--- config.mk ---
export PLATFORM = sky130hd
export DESIGN_NAME = port_b_c_pin_mux
export DESIGN_NICKNAME = d
export VERILOG_FILES = /design/src/rtl/port_mux_pkg.sv /design/src/rtl/pin_sync.sv /design/src/rtl/irq_detect.sv /design/src/rtl/port_b_c_pin_mux.sv
export VERILOG_INCLUDE_DIRS = /design/src /design/src/rtl
export SDC_FILE = /design/constraint.sdc
export NUM_CORES = 1
export LEC_CHECK = 0
export BUFFER_PORTS_ARGS = -buffer_cell sky130_fd_sc_hd__clkbuf_2
export CORE_UTILIZATION = 40
export CTS_CLUSTER_SIZE = 25
export DETAILED_ROUTE_END_ITERATION = 16
export PLACE_DENSITY = 0.71
export SYNTH_ARGS = -nofsm -noshare
export SYNTH_HDL_FRONTEND = slang
export SYNTH_SLANG_ARGS = --single-unit
--- constraint.sdc ---
create_clock -name sys_clk_i -period 15.1 [get_ports sys_clk_i]
set_clock_uncertainty 0.2 [all_clocks]
set_input_delay 2.265 -clock sys_clk_i [delete_from_list [all_inputs] [get_ports sys_clk_i]]
set_output_delay 2.265 -clock sys_clk_i [all_outputs]
set_load 0.1 [all_outputs]
--- src/rtl/port_mux_map.svh ---
// Purpose: Register map and fields
// Assumes: 32-bit AXI4-Lite
// Notes:   Shared by the design
`ifndef PORT_MUX_MAP_SVH
`define PORT_MUX_MAP_SVH

`define ADDR_W           8
`define OFF_PORT_B_OUT   8'h00
`define OFF_PORT_B_OE    8'h04
`define OFF_PORT_B_ALT   8'h08
`define OFF_PORT_B_PINS  8'h0C
`define OFF_PORT_C_OUT   8'h10
`define OFF_PORT_C_OE    8'h14
`define OFF_PORT_C_ALT   8'h18
`define OFF_PORT_C_PINS  8'h1C
`define OFF_CTRL         8'h20
`define OFF_STATUS       8'h24

`define CTRL_IRQ0_TYPE   0
`define CTRL_IRQ1_TYPE   1
`define CTRL_T0_CSEL     2
`define CTRL_T1_CSEL     3
`define CTRL_T2_CSEL     4
`define CTRL_CLK_OUT_EN  5
`define CTRL_W           6
`define CTRL_RESET       6'h20

`define STAT_SPEED_STRAP 0
`define STAT_SUSPENDED   1
`define STAT_WAKE_LOW    2
`define STAT_WAKE_EVENT  3

`define PORT_RESET       8'h00
`define CLK_DIV_24M      1'h0
`define RESP_OKAY        2'h0
`define RESP_SLVERR      2'h2

`endif

--- src/rtl/port_mux_pkg.sv ---
// Purpose: Shared types
// Assumes: Constants in the map header
// Notes:   Types only
package port_mux_pkg;
   typedef logic [7:0] port_byte_t;
   typedef enum logic [1:0] {PWR_RUN, PWR_SUSPEND, PWR_WAKE} pwr_state_t;
endpackage

--- src/rtl/pin_sync.sv ---
// Purpose: Two-flop pin synchroniser
// Assumes: Inputs asynchronous to sys_clk_i
// Notes:   Only the second stage leaves the module
`timescale 1ns/1ps
module pin_sync #(parameter int W = 8)
(
   input  wire logic         sys_clk_i, // System clock
   input  wire logic         rst_b_i,   // Synchronised reset, active low
   input  wire logic [W-1:0] async_i,   // Raw pin levels
   output logic      [W-1:0] sync_o     // Synchronised levels
);
   logic [W-1:0] meta_reg;
   logic [W-1:0] meta_next;
   logic [W-1:0] sync_reg;
   logic [W-1:0] sync_next;

   always_comb
   begin
      meta_next = async_i;
      sync_next = meta_reg;
   end

   always_ff @(posedge sys_clk_i or negedge rst_b_i)
   begin
      if (!rst_b_i)
      begin
         meta_reg <= '0;
         sync_reg <= '0;
      end
      else
      begin
         meta_reg <= meta_next;
         sync_reg <= sync_next;
      end
   end

   assign sync_o = sync_reg;
endmodule

--- src/rtl/irq_detect.sv ---
// Purpose: Per-pin interrupt request detector, edge or level
// Assumes: Pin already synchronised
// Notes:   Edge mode pulses one cycle
`timescale 1ns/1ps
module irq_detect
(
   input  wire logic sys_clk_i,  // System clock
   input  wire logic rst_b_i,    // Synchronised reset, active low
   input  wire logic enable_i,   // Alternate function selected
   input  wire logic active_hi_i,// Pin polarity: 1 high active
   input  wire logic edge_i,     // 1 edge, 0 level
   input  wire logic pin_i,      // Synchronised pin level
   output logic      req_o       // Request to the core
);
   logic act;
   logic prev_reg;
   logic prev_next;
   logic req_reg;
   logic req_next;

   always_comb
   begin
      act       = active_hi_i ? pin_i : ~pin_i;
      prev_next = act;
      if (!enable_i)
         req_next = 1'b0;
      else if (edge_i)
         req_next = act & ~prev_reg;
      else
         req_next = act;
   end

   always_ff @(posedge sys_clk_i or negedge rst_b_i)
   begin
      if (!rst_b_i)
      begin
         prev_reg <= 1'b1;
         req_reg  <= 1'b0;
      end
      else
      begin
         prev_reg <= prev_next;
         req_reg  <= req_next;
      end
   end

   assign req_o = req_reg;
endmodule

--- src/rtl/port_b_c_pin_mux.sv ---
// Purpose: Port B and C pin multiplexer
// Assumes: AXI4-Lite, 125 MHz
// Notes:   Pins pass two flops
//
// Chosen here: register access over AXI4-Lite and the register addresses.
`timescale 1ns/1ps
`include "port_mux_map.svh"
module port_b_c_pin_mux
(
   input  wire logic                      sys_clk_i,       // System clock
   input  wire logic                      rst_b_i,         // Reset, active low
   input  wire logic [`ADDR_W-1:0]        s_axi_awaddr,    // Write address
   input  wire logic                      s_axi_awvalid,   // Write address valid
   output logic                           s_axi_awready,   // Write address ready
   input  wire logic [31:0]               s_axi_wdata,     // Write data
   input  wire logic [3:0]                s_axi_wstrb,     // Write strobes
   input  wire logic                      s_axi_wvalid,    // Write data valid
   output logic                           s_axi_wready,    // Write data ready
   output logic [1:0]                     s_axi_bresp,     // Write response
   output logic                           s_axi_bvalid,    // Write response valid
   input  wire logic                      s_axi_bready,    // Write response ready
   input  wire logic [`ADDR_W-1:0]        s_axi_araddr,    // Read address
   input  wire logic                      s_axi_arvalid,   // Read address valid
   output logic                           s_axi_arready,   // Read address ready
   output logic [31:0]                    s_axi_rdata,     // Read data
   output logic [1:0]                     s_axi_rresp,     // Read response
   output logic                           s_axi_rvalid,    // Read valid
   input  wire logic                      s_axi_rready,    // Read ready
   input  wire port_mux_pkg::port_byte_t  port_b_pin_i,    // Port B pin levels
   output port_mux_pkg::port_byte_t       port_b_pin_o,    // Port B pin drive
   output port_mux_pkg::port_byte_t       port_b_pin_oe_o, // Port B drive enable
   input  wire port_mux_pkg::port_byte_t  port_c_pin_i,    // Port C pin levels
   output port_mux_pkg::port_byte_t       port_c_pin_o,    // Port C pin drive
   output port_mux_pkg::port_byte_t       port_c_pin_oe_o, // Port C drive enable
   input  wire logic                      board_test_i,    // Float-all test pin
   input  wire logic                      cpu_speed_strap_i, // High: 12 MHz core
   input  wire logic                      wake_low_pin_i,  // Wake-up pin, low active
   output logic                           clock_out_pin_o, // Clock output pin
   output logic                           clock_out_oe_o,  // Clock output enable
   input  wire logic                      uart1_tx_i,      // Second UART transmit
   input  wire logic                      uart0_tx_i,      // First UART transmit
   input  wire logic                      timer2_overflow_i, // Timer2 overflow pulse
   input  wire logic                      mem_wr_low_i,    // Write strobe, low active
   input  wire logic                      mem_rd_low_i,    // Read strobe, low active
   input  wire logic                      suspend_req_i,   // Core asks to suspend
   output logic                           timer2_count_pin_o,   // Timer2 count input
   output logic                           timer2_trigger_pin_o, // Timer2 trigger input
   output logic                           uart1_rx_pin_o,  // Second UART receive
   output logic                           uart0_rx_pin_o,  // First UART receive
   output logic                           timer0_count_pin_o, // Timer0 count input
   output logic                           timer1_count_pin_o, // Timer1 count input
   output logic                           irq0_req_o,      // Interrupt 0 request
   output logic                           irq1_req_o,      // Interrupt 1 request
   output logic                           irq4_req_o,      // Interrupt 4 request
   output logic                           irq5_req_o,      // Interrupt 5 request
   output logic                           irq6_req_o,      // Interrupt 6 request
   output logic                           wake_irq_o,      // Resume interrupt pulse
   output logic                           osc_run_o,       // Oscillator running
   output logic                           suspended_o,     // Core in suspend
   output logic                           cpu_clk_slow_o   // Core runs at 12 MHz
);
   import port_mux_pkg::*;

   logic [1:0]   rst_sync_reg;
   logic         rst_b;
   port_byte_t   pb_sync;
   port_byte_t   pc_sync;
   logic [2:0]   misc_sync;
   logic         test_s;
   logic         strap_s;
   logic         wake_s;

   always_ff @(posedge sys_clk_i or negedge rst_b_i)
   begin
      if (!rst_b_i)
         rst_sync_reg <= 2'h0;
      else
         rst_sync_reg <= {rst_sync_reg[0], 1'b1};
   end
   assign rst_b = rst_sync_reg[1];

   pin_sync #(.W(8)) u_sync_b
   (
      .sys_clk_i (sys_clk_i),
      .rst_b_i   (rst_b),
      .async_i   (port_b_pin_i),
      .sync_o    (pb_sync)
   );

   pin_sync #(.W(8)) u_sync_c
   (
      .sys_clk_i (sys_clk_i),
      .rst_b_i   (rst_b),
      .async_i   (port_c_pin_i),
      .sync_o    (pc_sync)
   );

   pin_sync #(.W(3)) u_sync_misc
   (
      .sys_clk_i (sys_clk_i),
      .rst_b_i   (rst_b),
      .async_i   ({board_test_i, cpu_speed_strap_i, wake_low_pin_i}),
      .sync_o    (misc_sync)
   );
   assign test_s  = misc_sync[2];
   assign strap_s = misc_sync[1];
   assign wake_s  = misc_sync[0];

   port_byte_t        pb_out_reg, pb_out_next, pb_oe_reg, pb_oe_next;
   port_byte_t        pb_alt_reg, pb_alt_next;
   port_byte_t        pc_out_reg, pc_out_next, pc_oe_reg, pc_oe_next;
   port_byte_t        pc_alt_reg, pc_alt_next;
   logic [`CTRL_W-1:0] ctrl_reg, ctrl_next;
   logic              wake_evt_reg, wake_evt_next;

   logic              aw_hold_reg, aw_hold_next, w_hold_reg, w_hold_next;
   logic [`ADDR_W-1:0] awaddr_reg, awaddr_next;
   logic [31:0]       wdata_reg, wdata_next;
   logic              wstrb0_reg, wstrb0_next;
   logic              bvalid_reg, bvalid_next;
   logic [1:0]        bresp_reg, bresp_next;
   logic              rvalid_reg, rvalid_next;
   logic [1:0]        rresp_reg, rresp_next;
   logic [31:0]       rdata_reg, rdata_next;
   logic              do_write, wr_hit, rd_hit;
   logic [31:0]       rd_word;
   logic [3:0]        status_word;
   logic              wake_evt_clr;

   pwr_state_t        pwr_reg, pwr_next;
   logic              wake_prev_reg, wake_prev_next;
   logic              wake_fall;

   assign s_axi_awready = ~aw_hold_reg & ~bvalid_reg;
   assign s_axi_wready  = ~w_hold_reg & ~bvalid_reg;
   assign s_axi_arready = ~rvalid_reg;
   assign do_write      = aw_hold_reg & w_hold_reg & ~bvalid_reg;

   always_comb
   begin
      status_word = '0;
      status_word[`STAT_SPEED_STRAP] = strap_s;
      status_word[`STAT_SUSPENDED]   = (pwr_reg == PWR_SUSPEND);
      status_word[`STAT_WAKE_LOW]    = ~wake_s;
      status_word[`STAT_WAKE_EVENT]  = wake_evt_reg;
      rd_hit  = 1'b1;
      rd_word = '0;
      case (s_axi_araddr)
         `OFF_PORT_B_OUT:  rd_word = {24'h0, pb_out_reg};
         `OFF_PORT_B_OE:   rd_word = {24'h0, pb_oe_reg};
         `OFF_PORT_B_ALT:  rd_word = {24'h0, pb_alt_reg};
         `OFF_PORT_B_PINS: rd_word = {24'h0, pb_sync};
         `OFF_PORT_C_OUT:  rd_word = {24'h0, pc_out_reg};
         `OFF_PORT_C_OE:   rd_word = {24'h0, pc_oe_reg};
         `OFF_PORT_C_ALT:  rd_word = {24'h0, pc_alt_reg};
         `OFF_PORT_C_PINS: rd_word = {24'h0, pc_sync};
         `OFF_CTRL:        rd_word = {26'h0, ctrl_reg};
         `OFF_STATUS:      rd_word = {28'h0, status_word};
         default:          rd_hit  = 1'b0;
      endcase
   end

   always_comb
   begin
      aw_hold_next = aw_hold_reg;
      w_hold_next  = w_hold_reg;
      awaddr_next  = awaddr_reg;
      wdata_next   = wdata_reg;
      wstrb0_next  = wstrb0_reg;
      bvalid_next  = bvalid_reg;
      bresp_next   = bresp_reg;
      rvalid_next  = rvalid_reg;
      rresp_next   = rresp_reg;
      rdata_next   = rdata_reg;
      pb_out_next  = pb_out_reg;
      pb_oe_next   = pb_oe_reg;
      pb_alt_next  = pb_alt_reg;
      pc_out_next  = pc_out_reg;
      pc_oe_next   = pc_oe_reg;
      pc_alt_next  = pc_alt_reg;
      ctrl_next    = ctrl_reg;
      wr_hit       = 1'b1;
      wake_evt_clr = 1'b0;
      if (s_axi_awvalid && s_axi_awready)
      begin
         aw_hold_next = 1'b1;
         awaddr_next  = s_axi_awaddr;
      end
      if (s_axi_wvalid && s_axi_wready)
      begin
         w_hold_next = 1'b1;
         wdata_next  = s_axi_wdata;
         wstrb0_next = s_axi_wstrb[0];
      end
      if (do_write)
      begin
         aw_hold_next = 1'b0;
         w_hold_next  = 1'b0;
         bvalid_next  = 1'b1;
         case (awaddr_reg)
            `OFF_PORT_B_OUT: if (wstrb0_reg) pb_out_next = wdata_reg[7:0];
            `OFF_PORT_B_OE:  if (wstrb0_reg) pb_oe_next  = wdata_reg[7:0];
            `OFF_PORT_B_ALT: if (wstrb0_reg) pb_alt_next = wdata_reg[7:0];
            `OFF_PORT_C_OUT: if (wstrb0_reg) pc_out_next = wdata_reg[7:0];
            `OFF_PORT_C_OE:  if (wstrb0_reg) pc_oe_next  = wdata_reg[7:0];
            `OFF_PORT_C_ALT: if (wstrb0_reg) pc_alt_next = wdata_reg[7:0];
            `OFF_CTRL:       if (wstrb0_reg) ctrl_next   = wdata_reg[`CTRL_W-1:0];
            `OFF_STATUS:     wake_evt_clr = wstrb0_reg & wdata_reg[`STAT_WAKE_EVENT];
            `OFF_PORT_B_PINS, `OFF_PORT_C_PINS: wr_hit = 1'b1;
            default:         wr_hit = 1'b0;
         endcase
         bresp_next = wr_hit ? `RESP_OKAY : `RESP_SLVERR;
      end
      else if (bvalid_reg && s_axi_bready)
         bvalid_next = 1'b0;
      if (s_axi_arvalid && s_axi_arready)
      begin
         rvalid_next = 1'b1;
         rdata_next  = rd_word;
         rresp_next  = rd_hit ? `RESP_OKAY : `RESP_SLVERR;
      end
      else if (rvalid_reg && s_axi_rready)
         rvalid_next = 1'b0;
   end

   // Suspend and wake-up control
   always_comb
   begin
      wake_prev_next = wake_s;
      wake_fall      = wake_prev_reg & ~wake_s;
      pwr_next       = pwr_reg;
      case (pwr_reg)
         PWR_RUN:
            if (suspend_req_i && wake_s)
               pwr_next = PWR_SUSPEND;
         PWR_SUSPEND:
            if (wake_fall)
               pwr_next = PWR_WAKE;
         PWR_WAKE:
            pwr_next = PWR_RUN;
         default:
            pwr_next = PWR_RUN;
      endcase
      // Set wins over clear
      wake_evt_next = (pwr_reg == PWR_WAKE) | (wake_evt_reg & ~wake_evt_clr);
   end

   always_ff @(posedge sys_clk_i or negedge rst_b)
   begin
      if (!rst_b)
      begin
         aw_hold_reg   <= 1'b0;
         w_hold_reg    <= 1'b0;
         awaddr_reg    <= '0;
         wdata_reg     <= '0;
         wstrb0_reg    <= 1'b0;
         bvalid_reg    <= 1'b0;
         bresp_reg     <= `RESP_OKAY;
         rvalid_reg    <= 1'b0;
         rresp_reg     <= `RESP_OKAY;
         rdata_reg     <= '0;
         pb_out_reg    <= `PORT_RESET;
         pb_oe_reg     <= `PORT_RESET;
         pb_alt_reg    <= `PORT_RESET;
         pc_out_reg    <= `PORT_RESET;
         pc_oe_reg     <= `PORT_RESET;
         pc_alt_reg    <= `PORT_RESET;
         ctrl_reg      <= `CTRL_RESET;
         wake_evt_reg  <= 1'b0;
         pwr_reg       <= PWR_RUN;
         wake_prev_reg <= 1'b1;
      end
      else
      begin
         aw_hold_reg   <= aw_hold_next;
         w_hold_reg    <= w_hold_next;
         awaddr_reg    <= awaddr_next;
         wdata_reg     <= wdata_next;
         wstrb0_reg    <= wstrb0_next;
         bvalid_reg    <= bvalid_next;
         bresp_reg     <= bresp_next;
         rvalid_reg    <= rvalid_next;
         rresp_reg     <= rresp_next;
         rdata_reg     <= rdata_next;
         pb_out_reg    <= pb_out_next;
         pb_oe_reg     <= pb_oe_next;
         pb_alt_reg    <= pb_alt_next;
         pc_out_reg    <= pc_out_next;
         pc_oe_reg     <= pc_oe_next;
         pc_alt_reg    <= pc_alt_next;
         ctrl_reg      <= ctrl_next;
         wake_evt_reg  <= wake_evt_next;
         pwr_reg       <= pwr_next;
         wake_prev_reg <= wake_prev_next;
      end
   end

   assign s_axi_bvalid = bvalid_reg;
   assign s_axi_bresp  = bresp_reg;
   assign s_axi_rvalid = rvalid_reg;
   assign s_axi_rresp  = rresp_reg;
   assign s_axi_rdata  = rdata_reg;
   assign suspended_o  = (pwr_reg == PWR_SUSPEND);
   assign osc_run_o    = (pwr_reg != PWR_SUSPEND);
   assign wake_irq_o   = (pwr_reg == PWR_WAKE);
   assign cpu_clk_slow_o = strap_s;

   // Core-side inputs, idle when unselected
   assign timer2_count_pin_o   = pb_alt_reg[0] & pb_sync[0] & ctrl_reg[`CTRL_T2_CSEL];
   assign timer2_trigger_pin_o = pb_alt_reg[1] & pb_sync[1];
   assign uart1_rx_pin_o       = pb_alt_reg[2] ? pb_sync[2] : 1'b1;
   assign uart0_rx_pin_o       = pc_alt_reg[0] ? pc_sync[0] : 1'b1;
   assign timer0_count_pin_o   = pc_alt_reg[4] & pc_sync[4] & ctrl_reg[`CTRL_T0_CSEL];
   assign timer1_count_pin_o   = pc_alt_reg[5] & pc_sync[5] & ctrl_reg[`CTRL_T1_CSEL];

   irq_detect u_irq4 (.sys_clk_i(sys_clk_i), .rst_b_i(rst_b), .enable_i(pb_alt_reg[4]),
      .active_hi_i(1'b1), .edge_i(1'b1), .pin_i(pb_sync[4]), .req_o(irq4_req_o));
   irq_detect u_irq5 (.sys_clk_i(sys_clk_i), .rst_b_i(rst_b), .enable_i(pb_alt_reg[5]),
      .active_hi_i(1'b0), .edge_i(1'b1), .pin_i(pb_sync[5]), .req_o(irq5_req_o));
   irq_detect u_irq6 (.sys_clk_i(sys_clk_i), .rst_b_i(rst_b), .enable_i(pb_alt_reg[6]),
      .active_hi_i(1'b1), .edge_i(1'b1), .pin_i(pb_sync[6]), .req_o(irq6_req_o));
   irq_detect u_irq0 (.sys_clk_i(sys_clk_i), .rst_b_i(rst_b), .enable_i(pc_alt_reg[2]),
      .active_hi_i(1'b0), .edge_i(ctrl_reg[`CTRL_IRQ0_TYPE]), .pin_i(pc_sync[2]),
      .req_o(irq0_req_o));
   irq_detect u_irq1 (.sys_clk_i(sys_clk_i), .rst_b_i(rst_b), .enable_i(pc_alt_reg[3]),
      .active_hi_i(1'b0), .edge_i(ctrl_reg[`CTRL_IRQ1_TYPE]), .pin_i(pc_sync[3]),
      .req_o(irq1_req_o));

   // Output pin drive, registered
   port_byte_t pb_drv_reg, pb_drv_next, pb_en_reg, pb_en_next;
   port_byte_t pc_drv_reg, pc_drv_next, pc_en_reg, pc_en_next;
   logic       clk_div_reg, clk_div_next, clk_out_reg, clk_out_next;
   port_byte_t pb_alt_drv, pc_alt_drv, pb_alt_out, pc_alt_out;

   always_comb
   begin
      pb_alt_drv = {timer2_overflow_i, 3'h0, uart1_tx_i, 3'h0};
      pb_alt_out = 8'h88;
      pc_alt_drv = {mem_rd_low_i, mem_wr_low_i, 4'h0, uart0_tx_i, 1'b0};
      pc_alt_out = 8'hC2;
   end

   genvar gi;
   generate
      for (gi = 0; gi < 8; gi++)
      begin : g_pin
         always_comb
         begin
            if (test_s)
            begin
               pb_en_next[gi]  = 1'b0;
               pb_drv_next[gi] = 1'b0;
               pc_en_next[gi]  = 1'b0;
               pc_drv_next[gi] = 1'b0;
            end
            else
            begin
               pb_en_next[gi]  = pb_alt_reg[gi] ? pb_alt_out[gi] : pb_oe_reg[gi];
               pb_drv_next[gi] = pb_alt_reg[gi] ? pb_alt_drv[gi] : pb_out_reg[gi];
               pc_en_next[gi]  = pc_alt_reg[gi] ? pc_alt_out[gi] : pc_oe_reg[gi];
               pc_drv_next[gi] = pc_alt_reg[gi] ? pc_alt_drv[gi] : pc_out_reg[gi];
            end
         end
      end
   endgenerate

   always_comb
   begin
      // Strap high: toggle every second cycle, half rate
      clk_div_next = ~clk_div_reg;
      clk_out_next = (strap_s && clk_div_reg) ? clk_out_reg : ~clk_out_reg;
   end

   always_ff @(posedge sys_clk_i or negedge rst_b)
   begin
      if (!rst_b)
      begin
         pb_drv_reg  <= '0;
         pb_en_reg   <= '0;
         pc_drv_reg  <= '0;
         pc_en_reg   <= '0;
         clk_div_reg <= `CLK_DIV_24M;
         clk_out_reg <= 1'b0;
      end
      else
      begin
         pb_drv_reg  <= pb_drv_next;
         pb_en_reg   <= pb_en_next;
         pc_drv_reg  <= pc_drv_next;
         pc_en_reg   <= pc_en_next;
         clk_div_reg <= clk_div_next;
         clk_out_reg <= clk_out_next;
      end
   end

   assign port_b_pin_o    = pb_drv_reg;
   assign port_b_pin_oe_o = pb_en_reg;
   assign port_c_pin_o    = pc_drv_reg;
   assign port_c_pin_oe_o = pc_en_reg;
   assign clock_out_pin_o = clk_out_reg;
   assign clock_out_oe_o  = ctrl_reg[`CTRL_CLK_OUT_EN] & ~test_s;
endmodule

Word level (Yosys, flattened, before mapping)
Cells that the tools add are included.

Equal/unequal tests: 23. Muxes and demuxes: 92. Bitwise logic cells: 38. Reduce and logical (&&, ||, !) cells: 24.

Operators by type and width (number): $mux 1 (86); $pmux 8 s10 (1); $eq 8x5->1 const B (8); $eq 8x4->1 const B (4); $eq 8x6->1 const B (4); $reduce_and 3->1 (7); $and 1x1->1 (20); $reduce_or 10->1 (2); $not 1->1 (17); $eq 8x3->1 const B (2); $logic_not 8->1 (2); $mux 2 (4); $reduce_bool 2->1 (4); $logic_and 1x1->1 (7); $ne 2x1->1 const B (2); $pmux 2 s2 (1); $eq 2x1->1 const B (1); $eq 2x2->1 const B (1); $logic_not 2->1 (1); $ne 2x2->1 const B (1); $reduce_and 2->1 (1); $or 1x1->1 (1).

Output and inout port bits: 90. Input bits: 84. Bits in registers: 199. Word-level logic and storage cells: 220.

Longest topological paths before layout
Gate-level depths: netlist of run 1.

Depth in word-level cells: 6. Depth in mapped cells: 7. Gate-level depth less buffers: 4.

Modules after synthesis
Synthesis of run 1 repeated with hierarchy kept, for this count alone.

Cells, all modules: 505. Area, all modules: 6944.2 µm².

Modules (own cells, without submodules): port_b_c_pin_mux (times used 1, seq. area each 3130.5 µm², area each 5642.9 µm², cells an instance 442); pin_sync at u_sync_b ... (times used 2, seq. area each 400.4 µm², area each 400.4 µm², cells an instance 16); irq_detect (times used 5, seq. area each 51.3 µm², area each 70.1 µm², cells an instance 5); pin_sync at u_sync_misc (times used 1, seq. area each 150.1 µm², area each 150.1 µm², cells an instance 6).

Least setup slack after synthesis of run 1
Ideal clock, no wire load.

Kind: reg2out. Start: register bvalid_reg, in the netlist s_axi_bvalid. End: output port s_axi_awready. Cell stages (with the launch flop): 2. Data arrival time: 2189 ps. Slack: 10446 ps. Data required time: 12635 ps. Buffers on the path: 0. Cell sequence: dfrtp_1 nor2_1.

Longest elaborated chain between the ends: 2.

RTL lines: start, declared (line port_b_c_pin_mux.sv:120) `logic bvalid_reg, bvalid_next;`; start signal, assigned (line port_b_c_pin_mux.sv:280) `bvalid_reg <= bvalid_next;`; $not 1->1 (line port_b_c_pin_mux.sv:134) `assign s_axi_awready = ~aw_hold_reg & ~bvalid_reg;`; $and 1x1->1 (line port_b_c_pin_mux.sv:134); end, declared (line port_b_c_pin_mux.sv:14) `output logic s_axi_awready,`.

Every way passes these cells.

Worst setup path in the final report of run 1
Start: register pwr_reg[1]. End: output port suspended_o.

Longest elaborated chain between the ends: 1.

RTL lines: start, declared (line port_b_c_pin_mux.sv:130) `pwr_state_t pwr_reg, pwr_next;`; start signal, assigned (line port_b_c_pin_mux.sv:293) `pwr_reg <= pwr_next;`; $eq 2x1->1 (line port_b_c_pin_mux.sv:303) `assign suspended_o = (pwr_reg == PWR_SUSPEND);`; end, declared (line port_b_c_pin_mux.sv:59) `output logic suspended_o,`.

Every way passes these cells.

==> results.toml, run 1 <==
[clock_network]
cts_buffers = 17
ctsHoldBuffers = 0
cts_sinks = 173
clk_pin_slew_ns = 0.06
postCtsSetupBuffers = 0
ctsResizeCount = 0
cts_tree = "built"
clk_path_buf_depth = 2
cts_htree_levels = 4
root_buffer = "clkbuf_16"
clkLatencyLatePin_ns = 0.42

[synth]
synth_enable_flop_cells = 0
syn_avg_cell_area_um2 = 13.8
synth_area_leaders = "dfrtp_1 60%, mux2_1 11%, buf_4 2.8%, dfstp_2 2.7%, nor3b_1 2.5%"
synth-compound-area-share_pct = 5.04
synth_top_family_by_area = "multiplexers"
muxShareOfSynthArea_pct = 16.3
synth-seq-cells = 173
yosysMostFrequentCell = "dfrtp_1"
postSynthCellCount = 499
synth.distinct_cells = 45
yosys_warnings = 0
synth_xor_area_share_pct = 0.127
synth_area_mm2 = 0.00687
synth-adder-area-share_pct = 0
synth_top_flop_cell = "dfrtp_1"
synth_top_area_cell = "dfrtp_1"
ys_async_sr_fraction_pct = 100
synthTopCellsByCount = "166 x dfrtp_1, 65 x mux2_1, 28 x nor2_1, 26 x buf_4, 23 x nor3b_1"
synth_top_cell_area_share_pct = 60.4
synth-simple-area-share_pct = 11.0
seq_area_frac_synth_pct = 63.1

[sta]
fin_crit_ns = 4.08
maxSlewHeadroom_pct = 33.1
whs_ns = 0.0441
setup_tns_ns = 0
slew_viol_final = 0
timing.fmax_mhz = 245
period_share_pct = 27.0
setup_viol = 0
tightest_slew_ns = 1.00
rsz0062_at_grt = "no"
hold_violations = 0

[power_and_ir_drop]
power_switching_mw = 0.482
comb_power_share_pct = 22.3
intPower_mw = 0.912
finalPower_mw = 1.39
clockPowerShare_pct = 34.6
switching_share_pct = 34.6
p_seq_share_pct = 43.1
ir_worst_vdd_v = 0.000114
p_leak_nw = 4.08
powerDensity_mw_per_mm2 = 169

[die]
die_y_um = 133
start_util_pct = 41.2
die_w_um = 133
placementRows = 47
boundaryPins = 174
fp.dieArea_mm2 = 0.0177
core_area_mm2 = 0.0167

[cells_and_area]
instances_no_fill = 857
fin_nets = 708
antennaDiodeCount = 0
layout-drive-gt1-share_pct = 28.9
area_growth_pct = 20.3

[worst_setup_path]
criticalPathCategory = "flop to output pin"
critPathRequiredTime_ns = 12.64
critPathMaxFanout = 3
arrival_ns = 1.62
worstPathCellList = "nand2b_1, inv_1, clkbuf_2"
critPathSlowestCell = "clkbuf_2"
cpPeakStageDelay_ns = 0.46
worstSetupEndpointType = "output pin"
startpoint_type = "flop"

[detailed_routing]
ant_nets = 0
via_count = 4438
drt_pass1_iterations = 4
wirelength_um = 15700
via_per_inst = 5.18
drt-wirelength-per-cell_um = 18.4
drtIter0Drc = 308
remaining_drc_errors = 0

[placed_design]
routabilityCongestion = 0.836
dp_cells = 825
port_buffers = 120
hpwl_um = 10900

[worst_hold_path]
hold_class = "flop to asynchronous set/reset pin"

[status]
outcome = "completed"

[global_route]
grt.total_usage_pct = 19.3
gr-total-overflow = 0
antenna_found_initial = 1
grt_pass1_vias = 4721
grt_pass1_wl_um = 25700
grt_max_degree = 82

[job]
cap_violations = 0
==> cell usage in the layout (no fill, tap or decap), types with 8 or more instances in the layout <==
master / count
a32oi_1: 8
clkbuf_16: 17
clkbuf_2: 120
conb_1: 27
dfrtp_1: 165
inv_1: 10
mux2_1: 65
mux2_2: 8
mux2i_1: 16
nand2_1: 16
nor2_1: 28
nor3b_1: 23
o21ai_1: 9
==> layout make-up <==
cell class,count,area [um^2]
inverters,11,41.3
well taps,220,275
clock inverters,9,183
repair buffers,123,623
flip-flops and latches,173,4340
fillers,1504,8430
multi-input cells,298,2330
clock buffers,23,478
==> power by group through the flow <==
stage	sequential, mW	combinational [mW]	clock, mW
2_1_floorplan	0.685	0.164	0
3_3_place_gp	0.602	0.305	0
3_5_place_dp	0.609	0.312	0
4_1_cts	0.601	0.313	0.492
5_1_grt	0.613	0.327	0.513
6_report	0.602	0.310	0.482
==> critical path, delay by kind of cell, from the launching register on <==
family	cells	cell delay, ns
buf+inv	2	0.57
flops	1	0.39
simple gates	1	0.24
==> metal layers <==
metal / track usage, % / share of wire [%]
met5: 0 / 0.057
met4: 5.87 / 1.2
met3: 5.29 / 6.3
met2: 30.5 / 48
met1: 26.0 / 44
==> stage by stage <==
stage	util (%)	worst slack, ns	area (um^2)
after floorplan	-	9.73	6970
after global placement	45.6	10.92	7610
after detailed placement	45.6	10.97	7610
after CTS	49.5	10.99	8270
after global routing	49.5	10.94	8270
final	49.5	11.02	8270
==> cells by family (layout without fill, tap and decap cells) <==
family	count (synthesis)	count (layout)
muxes	95	95
DFF	173	173
AOI/OAI and AO/OA	52	52
buffers and inverters	53	166
and+or+nand+nor	123	123
other	2	27
xor gates and xnor gates	1	1
==> final timing paths <==
path	slack [ns]	cells after the start	from	end
worst max-delay path	11.02	3	pwr_reg[1]	suspended_o
worst min-delay path	0.04	0	rst_sync_reg[1]	wdata_reg[5]
worst max register to register	12.70	4	s_axi_bvalid	pc_oe_reg[4]
worst min register to register	0.04	0	rst_sync_reg[1]	wdata_reg[5]
max in group asynchronous	13.18	1	rst_b_i	rst_sync_reg[1]
min in group sys_clk_i	0.15	0	u_sync_b.meta_reg[5]	u_sync_b.sync_o[5]
Note: power is estimated with default switching activity, not from simulation.
==> run 2: changes to the inputs <==
--- a/config.mk
+++ b/config.mk
@@ -10,7 +10,7 @@
 export CORE_UTILIZATION = 40
 export CTS_CLUSTER_SIZE = 25
 export DETAILED_ROUTE_END_ITERATION = 16
-export PLACE_DENSITY = 0.71
+export PLACE_DENSITY = 0.73
 export SYNTH_ARGS = -nofsm -noshare
 export SYNTH_HDL_FRONTEND = slang
 export SYNTH_SLANG_ARGS = --single-unit
==> constraint.sdc (replaced) <==
create_clock -name sys_clk_i -period 3.6 [get_ports sys_clk_i]
set_clock_uncertainty 0.2 [all_clocks]
set_input_delay 0.54 -clock sys_clk_i [delete_from_list [all_inputs] [get_ports sys_clk_i]]
set_output_delay 0.54 -clock sys_clk_i [all_outputs]
set_load 0.1 [all_outputs]
==> run 2 against run 1 <==
Net effect:
- wire length is 1.0% higher
- sequential power grew to 4.2 times the previous value
- utilization rose by 0.19 points
- register-to-register slack lost 12 ns
- sequential share of layout area is 0.21 points lower
- global-route usage shrank 0.35 points
- critical endpoint is now clock_out_oe_o
- die area stayed put
- largest power group unchanged
==> results.toml, run 2 (synthesis gave the netlist of run 1 again) <==
[worst_setup_path]
worstSetupEndpointType = "output pin"
critPathMaxFanout = 33
critPathRequiredTime_ns = 2.86
arrival_ns = 1.75
startpoint_type = "flop"
startpoint = "u_sync_misc.sync_o[2]"
r2r_start = "s_axi_bvalid"
criticalPathCategory = "flop to output pin"

[clock_network]
clkLatencyLatePin_ns = 0.42
cts_sinks = 173
cts_tree = "built"
postCtsSetupBuffers = 0
cts_buffers = 17
root_buffer = "clkbuf_16"
clk_path_buf_depth = 2
clk_pin_slew_ns = 0.06
cts_htree_levels = 4

[detailed_routing]
drt-wirelength-per-cell_um = 18.4
drtIter0Drc = 282
drt_pass1_iterations = 4
ant_nets = 0
via_per_inst = 5.20
remaining_drc_errors = 0
wirelength_um = 15900
via_count = 4480

[worst_hold_path]
min_from = "port_c_pin_i[0]"
hold_class = "input port to flop"

[placed_design]
dp_cells = 825
dpl_cell_area_mm2 = 0.00762
routabilityCongestion = 0.836
port_buffers = 120
hpwl_um = 11000

[power_and_ir_drop]
ir_worst_vdd_v = 0.000716
comb_power_share_pct = 22.6
intPower_mw = 3.73
powerDensity_mw_per_mm2 = 696
switching_share_pct = 35.5
p_seq_share_pct = 43.7
clockPowerShare_pct = 33.6
power_switching_mw = 2.05
p_leak_nw = 4.09

[global_route]
busiest_layer = "met2"
grt_pass1_wl_um = 25200
gr-total-overflow = 0
use_met3_pct = 5.48
grt.total_usage_pct = 18.9
antenna_found_initial = 0
grt_pass1_vias = 4605
grt_util_met2_pct = 28.8
grt_max_degree = 91
gr-usage-met1_pct = 25.7

[cells_and_area]
mostFrequentLayoutCells = "165 x dfrtp_1, 120 x clkbuf_2, 65 x mux2_1"
instances_no_fill = 862
final_area_mm2 = 0.00830
fin_util_pct = 49.7
layout-drive-gt1-share_pct = 28.8
area_growth_pct = 20.8
antennaDiodeCount = 0
fin_nets = 713
layout.cells.most_common = "dfrtp_1"

[die]
fp.dieArea_mm2 = 0.0177
die_w_um = 133
core_area_mm2 = 0.0167
placementRows = 47
boundaryPins = 174
start_util_pct = 41.2
die_y_um = 133

[sta]
rsz0062_at_grt = "no"
hold_violations = 0
setup_viol = 0
slew_viol_final = 0
maxSlewHeadroom_pct = 28.8
timing.fmax_mhz = 401
tightest_slew_ns = 1.06
fin_crit_ns = 2.49
setup_tns_ns = 0
period_share_pct = 69.2

[status]
outcome = "completed"

[job]
cap_violations = 0
## run 2: worst max-delay path: stages, from the launching register on
cell and delay (ns):
dfrtp_1 0.36, buf_4 0.25, nor2_1 0.22, clkbuf_2 0.50
## run 2: power groups by stage
stage | logic [mW] | registers (mW) | clock network, mW
after floorplan | 0.688 | 2.87 | 0
after global placement | 1.28 | 2.53 | 0
after detailed placement | 1.31 | 2.55 | 0
after CTS | 1.32 | 2.52 | 1.98
after global routing | 1.38 | 2.57 | 2.05
final | 1.31 | 2.53 | 1.94
## run 2: metrics by stage
| step | power, mW | setup WS [ns] | hold slack [ns] |
|---|---|---|---|
| 6_report | 5.78 | 1.11 | 0.0196 |
| 4_1_cts | 5.82 | 1.12 | 0.000256 |
| 5_1_grt | 6.00 | 1.02 | 0.00150 |
| 3_3_place_gp | 3.80 | 1.22 | 0.127 |
| 3_5_place_dp | 3.86 | 1.17 | 0.130 |
| 2_1_floorplan | 3.56 | 0.139 | 0.0444 |
## run 2: repair_timing
action	CTS	global route
hold buffers	5	0
resized for setup	0	0
endpoints found under the setup margin	0	0
endpoints found under the hold margin	6	0
## run 2: worst paths after layout
path,slack [ns],endpoint,depth (start not counted)
max reg2reg,1.19,pc_oe_reg[2],4
min,0.02,u_sync_c.meta_reg[0],1
max in group asynchronous,2.13,pc_oe_reg[7],1
min in group asynchronous,0.13,u_sync_b.meta_reg[5],0
min reg2reg,0.13,u_sync_b.meta_reg[5],0
max,1.11,clock_out_oe_o,3
## run 2: layout make-up
type / instances / area, um^2
fill: 1467 / 8400
sequential: 173 / 4340
multi-input combinational: 298 / 2330
timing repair buffer: 128 / 686
clock buffer: 20 / 447
tap: 220 / 275
clock inverter: 12 / 184
inverter: 11 / 41.3
## run 2: routing by layer
layer  vias to the layer above  share of wire [%]
met1                      2290                 44
li1                       1993                  -
met4                         0                1.8
met3                        22                7.4
met5                         -                  0
met2                       175                 47
==> run 3: changes to the inputs <==
--- a/config.mk
+++ b/config.mk
@@ -10,7 +10,7 @@
 export CORE_UTILIZATION = 40
 export CTS_CLUSTER_SIZE = 25
 export DETAILED_ROUTE_END_ITERATION = 16
-export PLACE_DENSITY = 0.73
+export PLACE_DENSITY = 0.71
 export SYNTH_ARGS = -nofsm -noshare
 export SYNTH_HDL_FRONTEND = slang
 export SYNTH_SLANG_ARGS = --single-unit
==> constraint.sdc (replaced) <==
create_clock -name sys_clk_i -period 2.5 [get_ports sys_clk_i]
set_clock_uncertainty 0.2 [all_clocks]
set_input_delay 0.375 -clock sys_clk_i [delete_from_list [all_inputs] [get_ports sys_clk_i]]
set_output_delay 0.375 -clock sys_clk_i [all_outputs]
set_load 0.1 [all_outputs]
==> run 3 against run 2 <==
Net effect:
- utilization up 2.8 points
- wire length increased by 1.4%
- hold slack got worse by 0.0052 ns
- final area grew 5.6%
- highest routed layer unchanged
- critical endpoint is now pb_alt_reg[5]
- first-iteration DRC count is 17% higher
- register-to-register slack worse by 0.99 ns
==> results.toml, run 3 (synthesis gave the netlist of run 1 again) <==
[detailed_routing]
ant_nets = 0
drtIter0Drc = 331
wirelength_um = 16100
drt-wirelength-per-cell_um = 17.7
via_count = 4630
remaining_drc_errors = 0
via_per_inst = 5.08
drt_pass1_iterations = 7

[sta]
hold_violations = 0
period_share_pct = 92.0
maxSlewHeadroom_pct = 51.9
slew_viol_final = 0
rsz0062_at_grt = "no"
tightest_slew_ns = 0.721
setup_tns_ns = 0
setup_viol = 0
fin_crit_ns = 2.30
timing.fmax_mhz = 435
fin_ws_ns = 0.200

[worst_setup_path]
worstSetupEndpointType = "flop"
arrival_ns = 2.41
cpPeakStageDelay_ns = 0.48
startpoint_type = "flop"
critPathSlowestCell = "mux2_1"
critPathRequiredTime_ns = 2.61
critPathMaxFanout = 8
criticalPathCategory = "flop to flop"
worstPathCellList = "nand3b_1, nor2_1, nand4_2, mux2_1"

[cells_and_area]
layout.cells.most_common = "dfrtp_1"
fin_util_pct = 52.5
layout-drive-gt1-share_pct = 30.2
fin_nets = 762
mostFrequentLayoutCells = "163 x dfrtp_1, 120 x clkbuf_2, 65 x mux2_1"
area_growth_pct = 27.5
antennaDiodeCount = 0
instances_no_fill = 911

[global_route]
grt_pass1_wl_um = 25700
grt_max_degree = 54
grt_pass1_vias = 4815
grt.total_usage_pct = 19.4
gr-total-overflow = 0
antenna_found_initial = 0

[clock_network]
postCtsSetupBuffers = 0
clkLatencyLatePin_ns = 0.43
cts_htree_levels = 4
cts_sinks = 173
cts_buffers = 17
clk_path_buf_depth = 2
cts_tree = "built"
root_buffer = "clkbuf_16"
clk_pin_slew_ns = 0.07

[power_and_ir_drop]
power_switching_mw = 3.02
ir_worst_vdd_v = 0.000950
powerDensity_mw_per_mm2 = 938
comb_power_share_pct = 23.9
p_leak_nw = 4.29
finalPower_mw = 8.22
switching_share_pct = 36.7
clockPowerShare_pct = 31.6
p_seq_share_pct = 44.5
intPower_mw = 5.20

[placed_design]
port_buffers = 120
routabilityCongestion = 0.897
place_worst_setup_slack_ns = 0.235
hpwl_um = 11300
dp_cells = 840

[job]
cap_violations = 0

[die]
core_area_mm2 = 0.0167
die_w_um = 133
boundaryPins = 174
fp.dieArea_mm2 = 0.0177
die_y_um = 133
start_util_pct = 41.2
placementRows = 47

[worst_hold_path]
hold_class = "input port to flop"

[status]
outcome = "completed"
[run 3: cell types whose count changed in the layout (fill, tap and decap cells not counted), sizes merged]
cell         change
dlygate4sd3     +34
buf             +15
bufinv           -3
inv              +2
clkinv           +1
[run 3: worst max-delay path, delay by kind of cell (launching register included)]
family	cells	cell delay [ns]
and+or+nand+nor	3	1.03
muxes	1	0.48
DFF	1	0.46
[run 3: layout make-up]
type	instances	area, um^2
clock buffer	20	467
clock inverter	12	124
fill	1442	7940
inverter	11	45.0
multi-input combinational	298	2350
sequential	173	4340
tap	220	275
timing repair buffer	177	1160
[run 3: stage by stage]
stage          hold slack (ns)  instance area, um^2
2_1_floorplan           -0.121                 7000
3_3_place_gp           -0.0308                 7780
3_5_place_dp           -0.0310                 7780
4_1_cts                0.00375                 8770
5_1_grt                 0.0179                 8770
6_report                0.0144                 8770
[run 3: routing by layer]
metal / routed length [um] / up-vias / GRT usage (%)
li1: - / 2089 / -
met1: 7090 / 2333 / 26.0
met2: 7470 / 181 / 29.7
met3: 1200 / 27 / 5.71
met4: 355 / 0 / 7.89
met5: 0 / - / 0
[run 3: final timing paths]
path	startpoint	to	slack [ns]	cells past startpoint
worst min register to register	rst_sync_reg[1]	port_b_pin_oe_o[5]	0.14	0
max in group asynchronous	rst_sync_reg[1]	u_irq4.prev_reg	1.18	1
worst min-delay path	timer2_overflow_i	port_b_pin_o[7]	0.01	3
worst max register to register	s_axi_bvalid	pb_alt_reg[5]	0.20	4
worst max-delay path	s_axi_bvalid	pb_alt_reg[5]	0.20	4
min in group asynchronous	rst_b_i	rst_sync_reg[0]	0.06	2
[run 3: power groups by stage]
stage | logic [mW] | clock network, mW | registers (mW)
finish | 1.96 | 2.60 | 3.66
global route | 2.07 | 2.78 | 3.72
CTS | 1.97 | 2.66 | 3.65
detailed placement | 1.92 | 0 | 3.70
floorplan | 1.00 | 0 | 4.15
global placement | 1.88 | 0 | 3.66
[run 3: what timing repair did]
action,4_1_cts,5_1_grt
hold buffers,39,0
endpoints found under the hold margin,40,0
resized for setup,0,0
